`src/logic/inband_mgmt_pkg.sv`:
```
// Constants, field layouts and types shared by the in-band management status logic
package inband_mgmt_pkg;
  // Register byte addresses
  localparam logic [15:0] CTRL_ADDR     = 16'h0104;  // Control: address check enable and tag
  localparam logic [15:0] STATUS_ADDR   = 16'h0110;  // Operation status, read only
  localparam logic [15:0] INT_STAT_ADDR = 16'h0114;  // Sticky event bits, write one to clear
  localparam logic [15:0] INT_MASK_ADDR = 16'h0118;  // Interrupt mask, same layout

  // Control register fields
  localparam int                CHK_EN_BIT    = 30;
  localparam logic              CHK_EN_RESET  = 1'b0;
  localparam logic [15:0]       TAG_RESET     = 16'h40FE;

  // Status register fields
  localparam int GOOD_BIT = 31;
  localparam int RESP_BIT = 30;
  localparam int EXEC_BIT = 29;
  localparam int AMIS_BIT = 14;
  localparam int FMT_BIT  = 13;
  localparam int CODE_BIT = 12;
  localparam int CMD_BIT  = 11;
  localparam int OVER_BIT = 10;
  localparam int LOC_MSB  = 6;
  localparam int LOC_W    = 7;
  // Bits that carry events into the interrupt unit
  localparam logic [31:0] EVENT_BITS = 32'hE000_7C00;

  // Frame layout, byte counts from the first byte
  localparam logic [9:0]  DA_LEN      = 10'h006;     // Destination address bytes
  localparam logic [9:0]  TAG_END     = 10'h00E;     // Tag occupies bytes 12 and 13
  localparam logic [9:0]  FMT_END     = 10'h010;     // Access format in bytes 14 and 15
  localparam logic [9:0]  CODE_END    = 10'h012;     // Access code in bytes 16 and 17
  localparam logic [9:0]  MAX_FRAME   = 10'h140;     // 320 bytes incl. zero pad and check sequence
  localparam logic [9:0]  CNT_FIRST   = 10'h001;
  localparam logic [9:0]  CNT_MAX     = 10'h3FF;

  // Expected header values
  localparam logic [15:0] ACCESS_FORMAT = 16'h9800;
  localparam logic [15:0] ACCESS_CODE_A = 16'h0001;
  localparam logic [15:0] ACCESS_CODE_B = 16'h0002;

  // Frame tracking states, one-hot
  typedef enum logic [3:0] {
    ST_IDLE  = 4'b0001,
    ST_FRAME = 4'b0010,
    ST_MGMT  = 4'b0100,
    ST_OTHER = 4'b1000
  } frame_state_type;
endpackage

```
`src/logic/rx_byte_tracker.sv`:
```
// Byte counter and two-byte shift window over the received frame stream
`timescale 1ns/1ps
module rx_byte_tracker (
  input  wire logic       clk,
  input  wire logic       rst,
  input  wire logic       rx_valid,
  input  wire logic       rx_sof,
  input  wire logic       rx_eof,
  input  wire logic [7:0] rx_data,
  output logic            took,
  output logic            last,
  output logic [9:0]      cnt,
  output logic [15:0]     word
);
  import inband_mgmt_pkg::*;

  typedef struct packed {
    logic        took;   // A byte was taken last cycle
    logic        last;   // That byte ended the frame
    logic [9:0]  cnt;    // Bytes taken so far in this frame
    logic [15:0] word;   // Two most recent bytes, newest low
  } trk_state_type;

  trk_state_type s_q;
  trk_state_type s_d;

  // Count saturates so an endless frame still reads as oversized
  always_comb begin
    s_d      = s_q;
    s_d.took = rx_valid;
    s_d.last = rx_valid & rx_eof;
    if (rx_valid) begin
      s_d.word = {s_q.word[7:0], rx_data};
      if (rx_sof) begin
        s_d.cnt = CNT_FIRST;
      end else if (s_q.cnt != CNT_MAX) begin
        s_d.cnt = s_q.cnt + CNT_FIRST;
      end
    end
  end

  // State register
  always_ff @(posedge clk or posedge rst) begin
    if (rst) begin
      s_q <= '0;
    end else begin
      s_q <= s_d;
    end
  end

  assign took = s_q.took;
  assign last = s_q.last;
  assign cnt  = s_q.cnt;
  assign word = s_q.word;
endmodule // rx_byte_tracker

```
`src/logic/event_irq.sv`:
```
// Sticky event bits with write-one-to-clear, mask and level interrupt
`timescale 1ns/1ps
module event_irq #(
  parameter int          W     = 32,
  parameter logic [31:0] VALID = 32'hFFFF_FFFF
) (
  input  wire logic         clk,
  input  wire logic         rst,
  input  wire logic [W-1:0] ev,
  input  wire logic         clr_wr,
  input  wire logic         mask_wr,
  input  wire logic [W-1:0] wdata,
  output logic [W-1:0]      stat,
  output logic [W-1:0]      mask,
  output logic              irq
);
  typedef struct packed {
    logic [W-1:0] stat;  // Sticky events
    logic [W-1:0] mask;  // One enables the bit onto irq
  } irq_state_type;

  irq_state_type s_q;
  irq_state_type s_d;

  // A new event wins over a clear in the same cycle
  always_comb begin
    s_d = s_q;
    if (clr_wr) begin
      s_d.stat = s_q.stat & ~wdata;
    end
    s_d.stat = s_d.stat | (ev & VALID[W-1:0]);
    if (mask_wr) begin
      s_d.mask = wdata & VALID[W-1:0];
    end
  end

  // State register
  always_ff @(posedge clk or posedge rst) begin
    if (rst) begin
      s_q <= '0;
    end else begin
      s_q <= s_d;
    end
  end

  assign stat = s_q.stat;
  assign mask = s_q.mask;
  assign irq  = |(s_q.stat & s_q.mask);
endmodule // event_irq

```
`src/logic/inband_mgmt_status.sv`:
```
// In-band management status: frame checks, status flags, register port and interrupt
//
// What this block does
// - Bit 31 set on good management frame
// - Bit 30 set when response sent
// - Bit 29 set after all commands executed
// - Tag-matching frame clears response, execution, error flags
// - Bit 14 set on destination address mismatch
// - Address mismatch reported only with check enabled
// - Bit 13 set when format not 0x9800
// - Bit 12 set unless access code 1 or 2
// - Bit 11 set on unknown command code
// - Bit 10 set for frames above 320 bytes
// - Size counts zero pad and check sequence
// - No response for oversized frame
// - Bits 6:0 hold bad command position
// - With checking on, mismatching frames are discarded
`timescale 1ns/1ps
module inband_mgmt_status (
  input  wire logic        clk,
  input  wire logic        rst,
  input  wire logic        rx_valid,
  input  wire logic        rx_sof,
  input  wire logic        rx_eof,
  input  wire logic [7:0]  rx_data,
  input  wire logic [47:0] switch_mac,
  input  wire logic        cmd_err,
  input  wire logic [inband_mgmt_pkg::LOC_MSB:0] cmd_err_loc,
  input  wire logic        exec_done,
  input  wire logic        resp_sent,
  input  wire logic [15:0] addr,
  input  wire logic [31:0] wdata,
  input  wire logic        wr,
  input  wire logic        rd,
  output logic [31:0]      rdata,
  output logic             frame_good,
  output logic             frame_drop,
  output logic             resp_block,
  output logic             irq
);
  import inband_mgmt_pkg::*;

  // Byte position within the MAC address, 0 is the most significant byte
  function automatic logic [7:0] mac_byte(input logic [47:0] mac, input logic [9:0] n);
    logic [47:0] sh;
    sh = mac >> (6'(8) * (6'(DA_LEN) - 6'(n) - 6'(1)));
    return sh[7:0];
  endfunction

  // Accepted access code values
  function automatic logic code_ok(input logic [15:0] c);
    return (c == ACCESS_CODE_A) || (c == ACCESS_CODE_B);
  endfunction

  typedef struct packed {
    frame_state_type    st;       // Frame tracking state
    logic               chk_en;   // Destination address check enable
    logic [15:0]        tag;      // Tag that marks management frames
    logic               good;     // Good frame seen
    logic               resp;     // Response sent
    logic               exec;     // All commands executed
    logic               amis;     // Address mismatch error
    logic               fmt;      // Access format error
    logic               code;     // Access code error
    logic               cmd;      // Command code error
    logic               over;     // Oversize error
    logic [LOC_MSB:0]   loc;      // Position of the bad command code
    logic               addr_bad; // This frame failed the address check
    logic               hdr_bad;  // This frame failed a header check
    logic               big;      // This frame ran past the size limit
    logic               fgood;    // Good frame pulse
    logic               fdrop;    // Discarded frame pulse
    logic               rblock;   // Response forbidden for the current frame
    logic [31:0]        rdata;    // Read data, one cycle after the strobe
  } main_state_type;

  main_state_type s_q;
  main_state_type s_d;
  logic [31:0]    ev;            // Event pulses in status layout

  // Tracker outputs
  logic           took;
  logic           last;
  logic [9:0]     cnt;
  logic [15:0]    word;

  // Interrupt unit outputs
  logic [31:0]    int_stat;
  logic [31:0]    int_mask;

  // Status word as software sees it; unused bits are constant zero
  function automatic logic [31:0] status_word(input main_state_type s);
    logic [31:0] w;
    w = 32'h0000_0000;
    w[GOOD_BIT] = s.good;
    w[RESP_BIT] = s.resp;
    w[EXEC_BIT] = s.exec;
    w[AMIS_BIT] = s.amis;
    w[FMT_BIT]  = s.fmt;
    w[CODE_BIT] = s.code;
    w[CMD_BIT]  = s.cmd;
    w[OVER_BIT] = s.over;
    w[LOC_MSB:0] = s.loc;
    return w;
  endfunction

  // Byte counting and header window
  rx_byte_tracker u_trk (
    .clk      (clk),
    .rst      (rst),
    .rx_valid (rx_valid),
    .rx_sof   (rx_sof),
    .rx_eof   (rx_eof),
    .rx_data  (rx_data),
    .took     (took),
    .last     (last),
    .cnt      (cnt),
    .word     (word)
  );

  // Event bits gated onto the interrupt line
  event_irq #(
    .W     (32),
    .VALID (EVENT_BITS)
  ) u_irq (
    .clk     (clk),
    .rst     (rst),
    .ev      (ev),
    .clr_wr  (wr && (addr == INT_STAT_ADDR)),
    .mask_wr (wr && (addr == INT_MASK_ADDR)),
    .wdata   (wdata),
    .stat    (int_stat),
    .mask    (int_mask),
    .irq     (irq)
  );

  // Frame checks, flag updates and register port; engine events follow the frame checks so a set beats a clear
  always_comb begin
    s_d       = s_q;
    ev        = 32'h0000_0000;
    s_d.fgood = 1'b0;
    s_d.fdrop = 1'b0;
    s_d.rdata = 32'h0000_0000;

    // A first byte restarts tracking even mid-frame, so a lost end cannot wedge us
    if (took && (cnt == CNT_FIRST)) begin
      s_d.st       = ST_FRAME;
      s_d.addr_bad = 1'b0;
      s_d.hdr_bad  = 1'b0;
      s_d.big      = 1'b0;
    end

    if (took) begin
      case (s_d.st)
        ST_FRAME: begin
          // Destination compare byte by byte, only while checking is on
          if ((cnt <= DA_LEN) && s_q.chk_en && (word[7:0] != mac_byte(switch_mac, cnt - CNT_FIRST))) begin
            s_d.addr_bad = 1'b1;
          end
          if (cnt == TAG_END) begin
            if (word == s_q.tag) begin
              s_d.st     = ST_MGMT;
              // New tagged frame re-arms the flags
              s_d.resp   = 1'b0;
              s_d.exec   = 1'b0;
              s_d.amis   = 1'b0;
              s_d.fmt    = 1'b0;
              s_d.code   = 1'b0;
              s_d.cmd    = 1'b0;
              s_d.over   = 1'b0;
              s_d.loc    = '0;
              s_d.rblock = 1'b0;
              if (s_d.addr_bad) begin
                s_d.amis       = 1'b1;
                ev[AMIS_BIT]   = 1'b1;
              end
            end else begin
              // Not ours; ignore the rest of it
              s_d.st = ST_OTHER;
            end
          end
        end
        ST_MGMT: begin
          if ((cnt == FMT_END) && (word != ACCESS_FORMAT)) begin
            s_d.fmt      = 1'b1;
            s_d.hdr_bad  = 1'b1;
            ev[FMT_BIT]  = 1'b1;
          end
          if ((cnt == CODE_END) && !code_ok(word)) begin
            s_d.code     = 1'b1;
            s_d.hdr_bad  = 1'b1;
            ev[CODE_BIT] = 1'b1;
          end
          // Count includes pad and check sequence bytes as delivered
          if (cnt == (MAX_FRAME + CNT_FIRST)) begin
            s_d.over     = 1'b1;
            s_d.big      = 1'b1;
            s_d.rblock   = 1'b1;
            ev[OVER_BIT] = 1'b1;
          end
        end
        ST_IDLE, ST_OTHER: begin
          // Nothing to check
        end
        default: begin
          s_d.st = ST_IDLE;
        end
      endcase
    end

    // End of frame: report good or discard
    if (last) begin
      if (s_d.st == ST_MGMT) begin
        if (s_d.addr_bad || s_d.hdr_bad || s_d.big) begin
          s_d.fdrop = 1'b1;
        end else begin
          s_d.good     = 1'b1;
          s_d.fgood    = 1'b1;
          ev[GOOD_BIT] = 1'b1;
        end
      end
      s_d.st = ST_IDLE;
    end

    // Engine reports; first bad position is kept until re-armed
    if (cmd_err) begin
      if (!s_d.cmd) begin
        s_d.loc = cmd_err_loc;
      end
      s_d.cmd     = 1'b1;
      ev[CMD_BIT] = 1'b1;
    end
    if (exec_done) begin
      s_d.exec     = 1'b1;
      ev[EXEC_BIT] = 1'b1;
    end
    if (resp_sent) begin
      s_d.resp     = 1'b1;
      ev[RESP_BIT] = 1'b1;
    end

    // Register writes; status is read only
    if (wr && (addr == CTRL_ADDR)) begin
      s_d.chk_en = wdata[CHK_EN_BIT];
      s_d.tag    = wdata[15:0];
    end

    // Register reads, answered next cycle; reads change nothing else
    if (rd) begin
      case (addr)
        CTRL_ADDR: begin
          s_d.rdata             = 32'h0000_0000;
          s_d.rdata[CHK_EN_BIT] = s_q.chk_en;
          s_d.rdata[15:0]       = s_q.tag;
        end
        STATUS_ADDR: begin
          s_d.rdata = status_word(s_q);
        end
        INT_STAT_ADDR: begin
          s_d.rdata = int_stat;
        end
        INT_MASK_ADDR: begin
          s_d.rdata = int_mask;
        end
        default: begin
          // Unmapped reads return zero
          s_d.rdata = 32'h0000_0000;
        end
      endcase
    end
  end

  // State register; control fields take their documented defaults
  always_ff @(posedge clk or posedge rst) begin
    if (rst) begin
      s_q        <= '0;
      s_q.st     <= ST_IDLE;
      s_q.chk_en <= CHK_EN_RESET;
      s_q.tag    <= TAG_RESET;
    end else begin
      s_q <= s_d;
    end
  end

  assign rdata      = s_q.rdata;
  assign frame_good = s_q.fgood;
  assign frame_drop = s_q.fdrop;
  assign resp_block = s_q.rblock;

  // Good frame pulse leaves the status flag set
  a_good_frame_flag: assert property (@(posedge clk) disable iff (rst)
    frame_good |-> s_q.good) else $error("good frame flag not set");

  // Response sent sets the flag next cycle
  a_resp_sent_flag: assert property (@(posedge clk) disable iff (rst)
    resp_sent |=> s_q.resp) else $error("response flag missing");

  // Execution done sets the flag next cycle
  a_exec_done_flag: assert property (@(posedge clk) disable iff (rst)
    exec_done |=> s_q.exec) else $error("execution flag missing");

  // Tag match without new events clears response and execution flags
  a_tag_clears_flags: assert property (@(posedge clk) disable iff (rst)
    (took && s_q.st == ST_FRAME && cnt == TAG_END && cnt != CNT_FIRST && word == s_q.tag
     && !resp_sent && !exec_done) |=> (!s_q.resp && !s_q.exec && !s_q.over)) else $error("flags not re-armed");

  // Mismatch flag rises only with checking enabled
  a_addr_check_gate: assert property (@(posedge clk) disable iff (rst)
    $rose(s_q.amis) |-> $past(s_q.chk_en)) else $error("mismatch without check enable");

  // Bad format in a management frame raises the flag
  a_format_error: assert property (@(posedge clk) disable iff (rst)
    (took && s_q.st == ST_MGMT && cnt == FMT_END && word != ACCESS_FORMAT) |=> s_q.fmt)
    else $error("format error missed");

  // Accepted codes never raise the code flag
  a_code_accept: assert property (@(posedge clk) disable iff (rst)
    (took && s_q.st == ST_MGMT && cnt == CODE_END && code_ok(word)) |=> ($stable(s_q.code)))
    else $error("valid access code flagged");

  // Oversize byte forbids the response and flags the error
  a_oversize_block: assert property (@(posedge clk) disable iff (rst)
    (took && s_q.st == ST_MGMT && cnt == (MAX_FRAME + CNT_FIRST)) |=> (s_q.over && resp_block))
    else $error("oversize not blocked");

  // Bad command position latched
  a_cmd_location: assert property (@(posedge clk) disable iff (rst)
    (cmd_err && !s_q.cmd && !(took && cnt == TAG_END)) |=> (s_q.cmd && s_q.loc == $past(cmd_err_loc)))
    else $error("command location wrong");

  // Status read returns the flags with reserved bits zero in the cycle after the strobe
  a_status_read: assert property (@(posedge clk) disable iff (rst)
    (rd && addr == STATUS_ADDR) |=> (rdata == status_word($past(s_q)) && rdata[28:15] == 14'h0000 && rdata[9:7] == 3'h0))
    else $error("status read wrong");
endmodule // inband_mgmt_status

```
`config.mk`:
```
export PLATFORM = sky130hd
export DESIGN_NAME = inband_mgmt_status
export DESIGN_NICKNAME = d
export VERILOG_FILES = /design/src/logic/inband_mgmt_pkg.sv /design/src/logic/rx_byte_tracker.sv /design/src/logic/event_irq.sv /design/src/logic/inband_mgmt_status.sv
export SDC_FILE = /design/constraint.sdc
export NUM_CORES = 1
export LEC_CHECK = 0
export BUFFER_PORTS_ARGS = -buffer_cell sky130_fd_sc_hd__buf_4
export CORE_MARGIN = 1.5
export CORE_UTILIZATION = 55
export CTS_BUF_LIST = sky130_fd_sc_hd__clkbuf_2 sky130_fd_sc_hd__clkbuf_4 sky130_fd_sc_hd__clkbuf_8
export DETAILED_ROUTE_END_ITERATION = 10
export PLACE_DENSITY = 0.89
export SYNTH_ARGS = -nofsm -noshare
export SYNTH_HDL_FRONTEND = slang
export SYNTH_SLANG_ARGS = --single-unit
```
`constraint.sdc`:
```
create_clock -name clk -period 5.5 [get_ports clk]
set_clock_uncertainty 0.2 [all_clocks]
set_input_delay 0.825 -clock clk [delete_from_list [all_inputs] [get_ports clk]]
set_output_delay 0.825 -clock clk [all_outputs]
set_load 0.005 [all_outputs]
```
# Word level (Yosys, flattened, before mapping)

Cells that the tools add are included.

Flip-flop bits (word level): 142
Bits of input ports: 121
Output and inout port bits: 36
Word-level logic and storage cells: 152

Add/subtract/negate cells: 4
$lt $le $gt $ge: 1
Eq/ne operators: 25
Shifts and indexed selects: 1
Mux-type cells: 58
Bitwise operators: 6
Reductions and logical operators: 32

Operators with widths:

| cell                    | count |
|---|---|
| $pmux W32 S4            | 1 |
| $and A32 B32 Y32        | 2 |
| $eq A16 B9 Y1 const B   | 4 |
| $mux W32                | 2 |
| $shr A48 B6 Y8          | 1 |
| $not A32 Y32            | 1 |
| $or A32 B32 Y32         | 1 |
| $reduce_or A32 Y1       | 1 |
| $mux W1                 | 31 |
| $mux W14                | 2 |
| $eq A10 B5 Y1 const B   | 2 |
| $mux W10                | 2 |
| $mux W4                 | 5 |
| $reduce_bool A2 Y1      | 10 |
| $mux W17                | 1 |
| $eq A16 B1 Y1 const B   | 1 |
| $eq A16 B16 Y1          | 1 |
| $eq A16 B2 Y1 const B   | 1 |
| $ne A16 B16 Y1 const B  | 1 |
| $reduce_and A5 Y1       | 3 |
| $mux W7                 | 2 |
| $reduce_and A4 Y1       | 3 |
| $add A10 B1 Y10 const B | 1 |
| $eq A10 B1 Y1 const B   | 1 |
| 26 further kinds        | 47 |

# Logic depth before layout (Yosys ltp)

Word-level depth: 20
Mapped depth: 13
Depth with buffers taken out: 8

# Hierarchy

Synthesis repeated with hierarchy kept, for this count alone.

Cell total of the unflattened synthesis: 642
Area, all modules: 7245.7 sq um

By module, submodules not included:

| module             | instances | cells an instance | area each (sq um) | sequential area each (sq um) |
|---|---|---|---|---|
| inband_mgmt_status | 1         | 416               | 4376.7            | 1838.0 |
| event_irq          | 1         | 123               | 1617.8            | 1001.0 |
| rx_byte_tracker    | 1         | 103               | 1251.2            | 700.7 |

# Worst setup path before layout

OpenSTA, ideal clock, no wires.

Kind: reg2reg
From: register u_trk.s_q (netlist bit u_trk.cnt[0])
To: register s_q[37] (netlist bit)
Setup time: 128 ps
Arrival time: 2499 ps
Required time: 5172 ps
Slack: 2673 ps
Cell stages (with the launch flop): 13
Path buffers: 5
Period minus slack after synthesis: 2827 ps
Path through: dfrtp_1 buf_6 buf_12 buf_2 inv_1 ha_1 buf_2 buf_1 a21boi_0 nor4b_1 o32ai_1 nor4_1 o21ai_1

RTL lines:

| item                   | line                     | source |
|---|---|---|
| from (decl)            | rx_byte_tracker.sv:24    | `trk_state_type s_q;` |
| from (signal assigned) | rx_byte_tracker.sv:45    | `s_q <= '0;` |
| from (signal assigned) | rx_byte_tracker.sv:47    | `s_q <= s_d;` |
| to (decl)              | inband_mgmt_status.sv:77 | `main_state_type s_q;` |

==> run metrics <==
DP HPWL=12.09 mm; post-route minimum period=3.706 ns; DR DRC count=0; Synth Register Bits=141; Final TNS setup=0 ns; final slew viol count=0; Placed Cells=885; post-synthesis sequential area ratio=49.87%; Mapped Area=7098 µm²; Synth top area share=46.54%; Reg clk slew, reported paths=0.08 ns; main combinational cell family by area after synthesis=simple AND/OR/NAND/NOR gates; adder-cell share of the synthesized area=0.7051%; H-tree levels=4; die width=116.6 µm; CTS tree=yes; Peak VDD IR=0.1542 mV; DR iter-0 viols=432; first-pass GRT wire length=26.71 mm; leak pwr=4.042 nW; Least-Margin Pin Slew=1.165 ns; mux share of post-synthesis cell area=12.67%; pwr dens=287.3 nW/µm²; Vias=5450; clock buffer depth=2; Netlist cell types=72; min-delay worst type=input port to async pin; fin area=8566 µm²; Ports=157; # setup viols final=0; count of warnings emitted by yosys=0; asr flop ratio synth=100.0%; largest net degree at the start of global routing=74; Root Buffer=clkbuf_8; Synth area leaders=dfrtp_1, mux2_2, buf_4, dfstp_2, a21boi_0; Via density=5.943; Synth Net Count=739; number of max-cap violations=0; Mapped Cells=614; WP data arrival=3.83 ns; TritonCTS Buffers=17; GP Congestion=0.8921; postcts setup bufs=0; Worst setup EP type=register; most frequent cells in the layout=buf_4, dfrtp_1, mux2_2; antenna cell count=0; Fin. Hold Viols=0; fraction of synthesized cell area in xor and xnor cells=3.332%; Post-synth EDFFs=0; status=finished, final reports clean; GRT overflow=0; CTS hold repair buffers=0; proportion of layout cells with a drive suffix above 1=38.93%; top cell type by total area after synthesis=dfrtp_1; overall routing resource usage=25.97%; Routed WL per cell=18.81 µm; commonest non-fill, non-tap cell in the layout=buf_4; DP Area=8127 µm²; worst skew pair latency=0.45 ns; Initial Util=56.25%; final worst-path cycle share=67.38%; die extent in y=116.6 µm; Pre-antenna DRT Iters=5; Die ar.=13600 µm²; highest clock rate=269.8 MHz; Fillers=905; WP data required=5.63 ns; syn avg cell area=11.56 µm²; Final ANT Viol Nets=0; Post-Synth Simple-Gate Area=13.70%; Compound-Gate Fraction of Synth Area=13.59%; Layout area overhead=20.68%; clock sinks=141; CORE AREA=12620 µm²; WL final=17.25 mm; ys flop type=dfrtp_1; fin nets=857; Non-Filler Instances=917; unrepaired setup endpoints after global routing=no; row cnt=41; Post-CTS Resized=0; crit-path max FO=25; Max-slew headroom=21.66%; Worst Setup Start Kind=register; WS Path Type=register to register; vias in the first global route=5517; I/O Buffers=156; initial antenna violation count=0
-- Yosys cell counts, types with 13 or more instances --
master / n
a21boi_0: 27
a21o_1: 16
a22oi_1: 18
and2_1: 14
buf_4: 32
dfrtp_1: 132
inv_1: 13
mux2_2: 57
nand2_1: 37
nand3_1: 22
nor2_1: 26
o21ai_0: 14
xor2_1: 21
-- metrics by stage --
stage	setup slack [ns]	total power, mW	utilization [%]	hold WS, ns
CTS	1.820	2.462	67.88	0.2830
finish	1.794	2.461	67.88	0.2666
floorplan	0.7087	1.435	-	0.2392
detailed placement	1.809	1.564	64.40	0.2614
global route	1.540	2.550	67.88	0.2957
global placement	2.119	1.539	64.40	0.2534
-- per-layer routing --
metal | track usage [%] | vias up | share of wire, %
met5 | 0 | - | 0
met4 | 10.60 | 0 | 1.9
met3 | 6.020 | 34 | 7.6
met2 | 45.49 | 283 | 51
met1 | 31.07 | 2693 | 40
li1 | - | 2440 | -
-- kinds of logic (layout without fill, tap and decap cells) --
kind of cell    count (synthesis)  count (layout)
flops                         141             141
buf+inv                        72             203
mux                            74              74
simple gates                  167             167
compound gates                129             129
fa+ha+maj                       4               4
xor+xnor                       27              27
-- worst paths after layout --
| path | start | endpoint | slack [ns] | cells after the start |
|---|---|---|---|---|
| max | u_trk.cnt[0] | s_q[37] | 1.79 | 8 |
| min in group clk | u_irq.stat[23] | rdata[23] | 0.28 | 1 |
| min reg2reg | u_irq.stat[23] | rdata[23] | 0.28 | 1 |
| max in group asynchronous | rst | u_irq.stat[13] | 3.55 | 3 |
| min | rst | u_irq.stat[25] | 0.27 | 2 |
| max reg2reg | u_trk.cnt[0] | s_q[37] | 1.79 | 8 |
-- flip-flops by register name, summed over array words and instances (netlist names) --
name,flops
s_q,39
rdata,32
u_irq.stat,32
u_trk.word,16
u_trk.cnt,10
u_irq.mask,8
frame_drop,1
frame_good,1
u_trk.last,1
u_trk.took,1
-- worst max-delay path, cell delays in order, from the launching register on --
cell and delay [ns]:
dfrtp_1 1.01, inv_1 0.17, ha_1 0.69, mux4_2 0.42
a21oi_1 0.24, o2111ai_1 0.17, a2bb2oi_1 0.18, nor4_1 0.37
o21ai_1 0.12
-- area by class of cell --
class	count	area, µm²	share of cell area (%)
Sequential cell	141	3540	41.32
Timing Repair Buffer	158	1186	13.85
Clock inverter	14	191.4	2.235
Tap cell	172	215.2	2.512
Inverter	13	53.80	0.6281
Clock buffer	18	247.7	2.892
Multi-Input combinational cell	401	3132	36.56
-- power breakdown --
group	internal (mW)	total [mW]	switching [mW]
logic	0.211	0.419	0.208
registers	1.07	1.13	0.0665
clock network	0.506	0.907	0.401
Note: power is estimated with default switching activity, not from simulation.
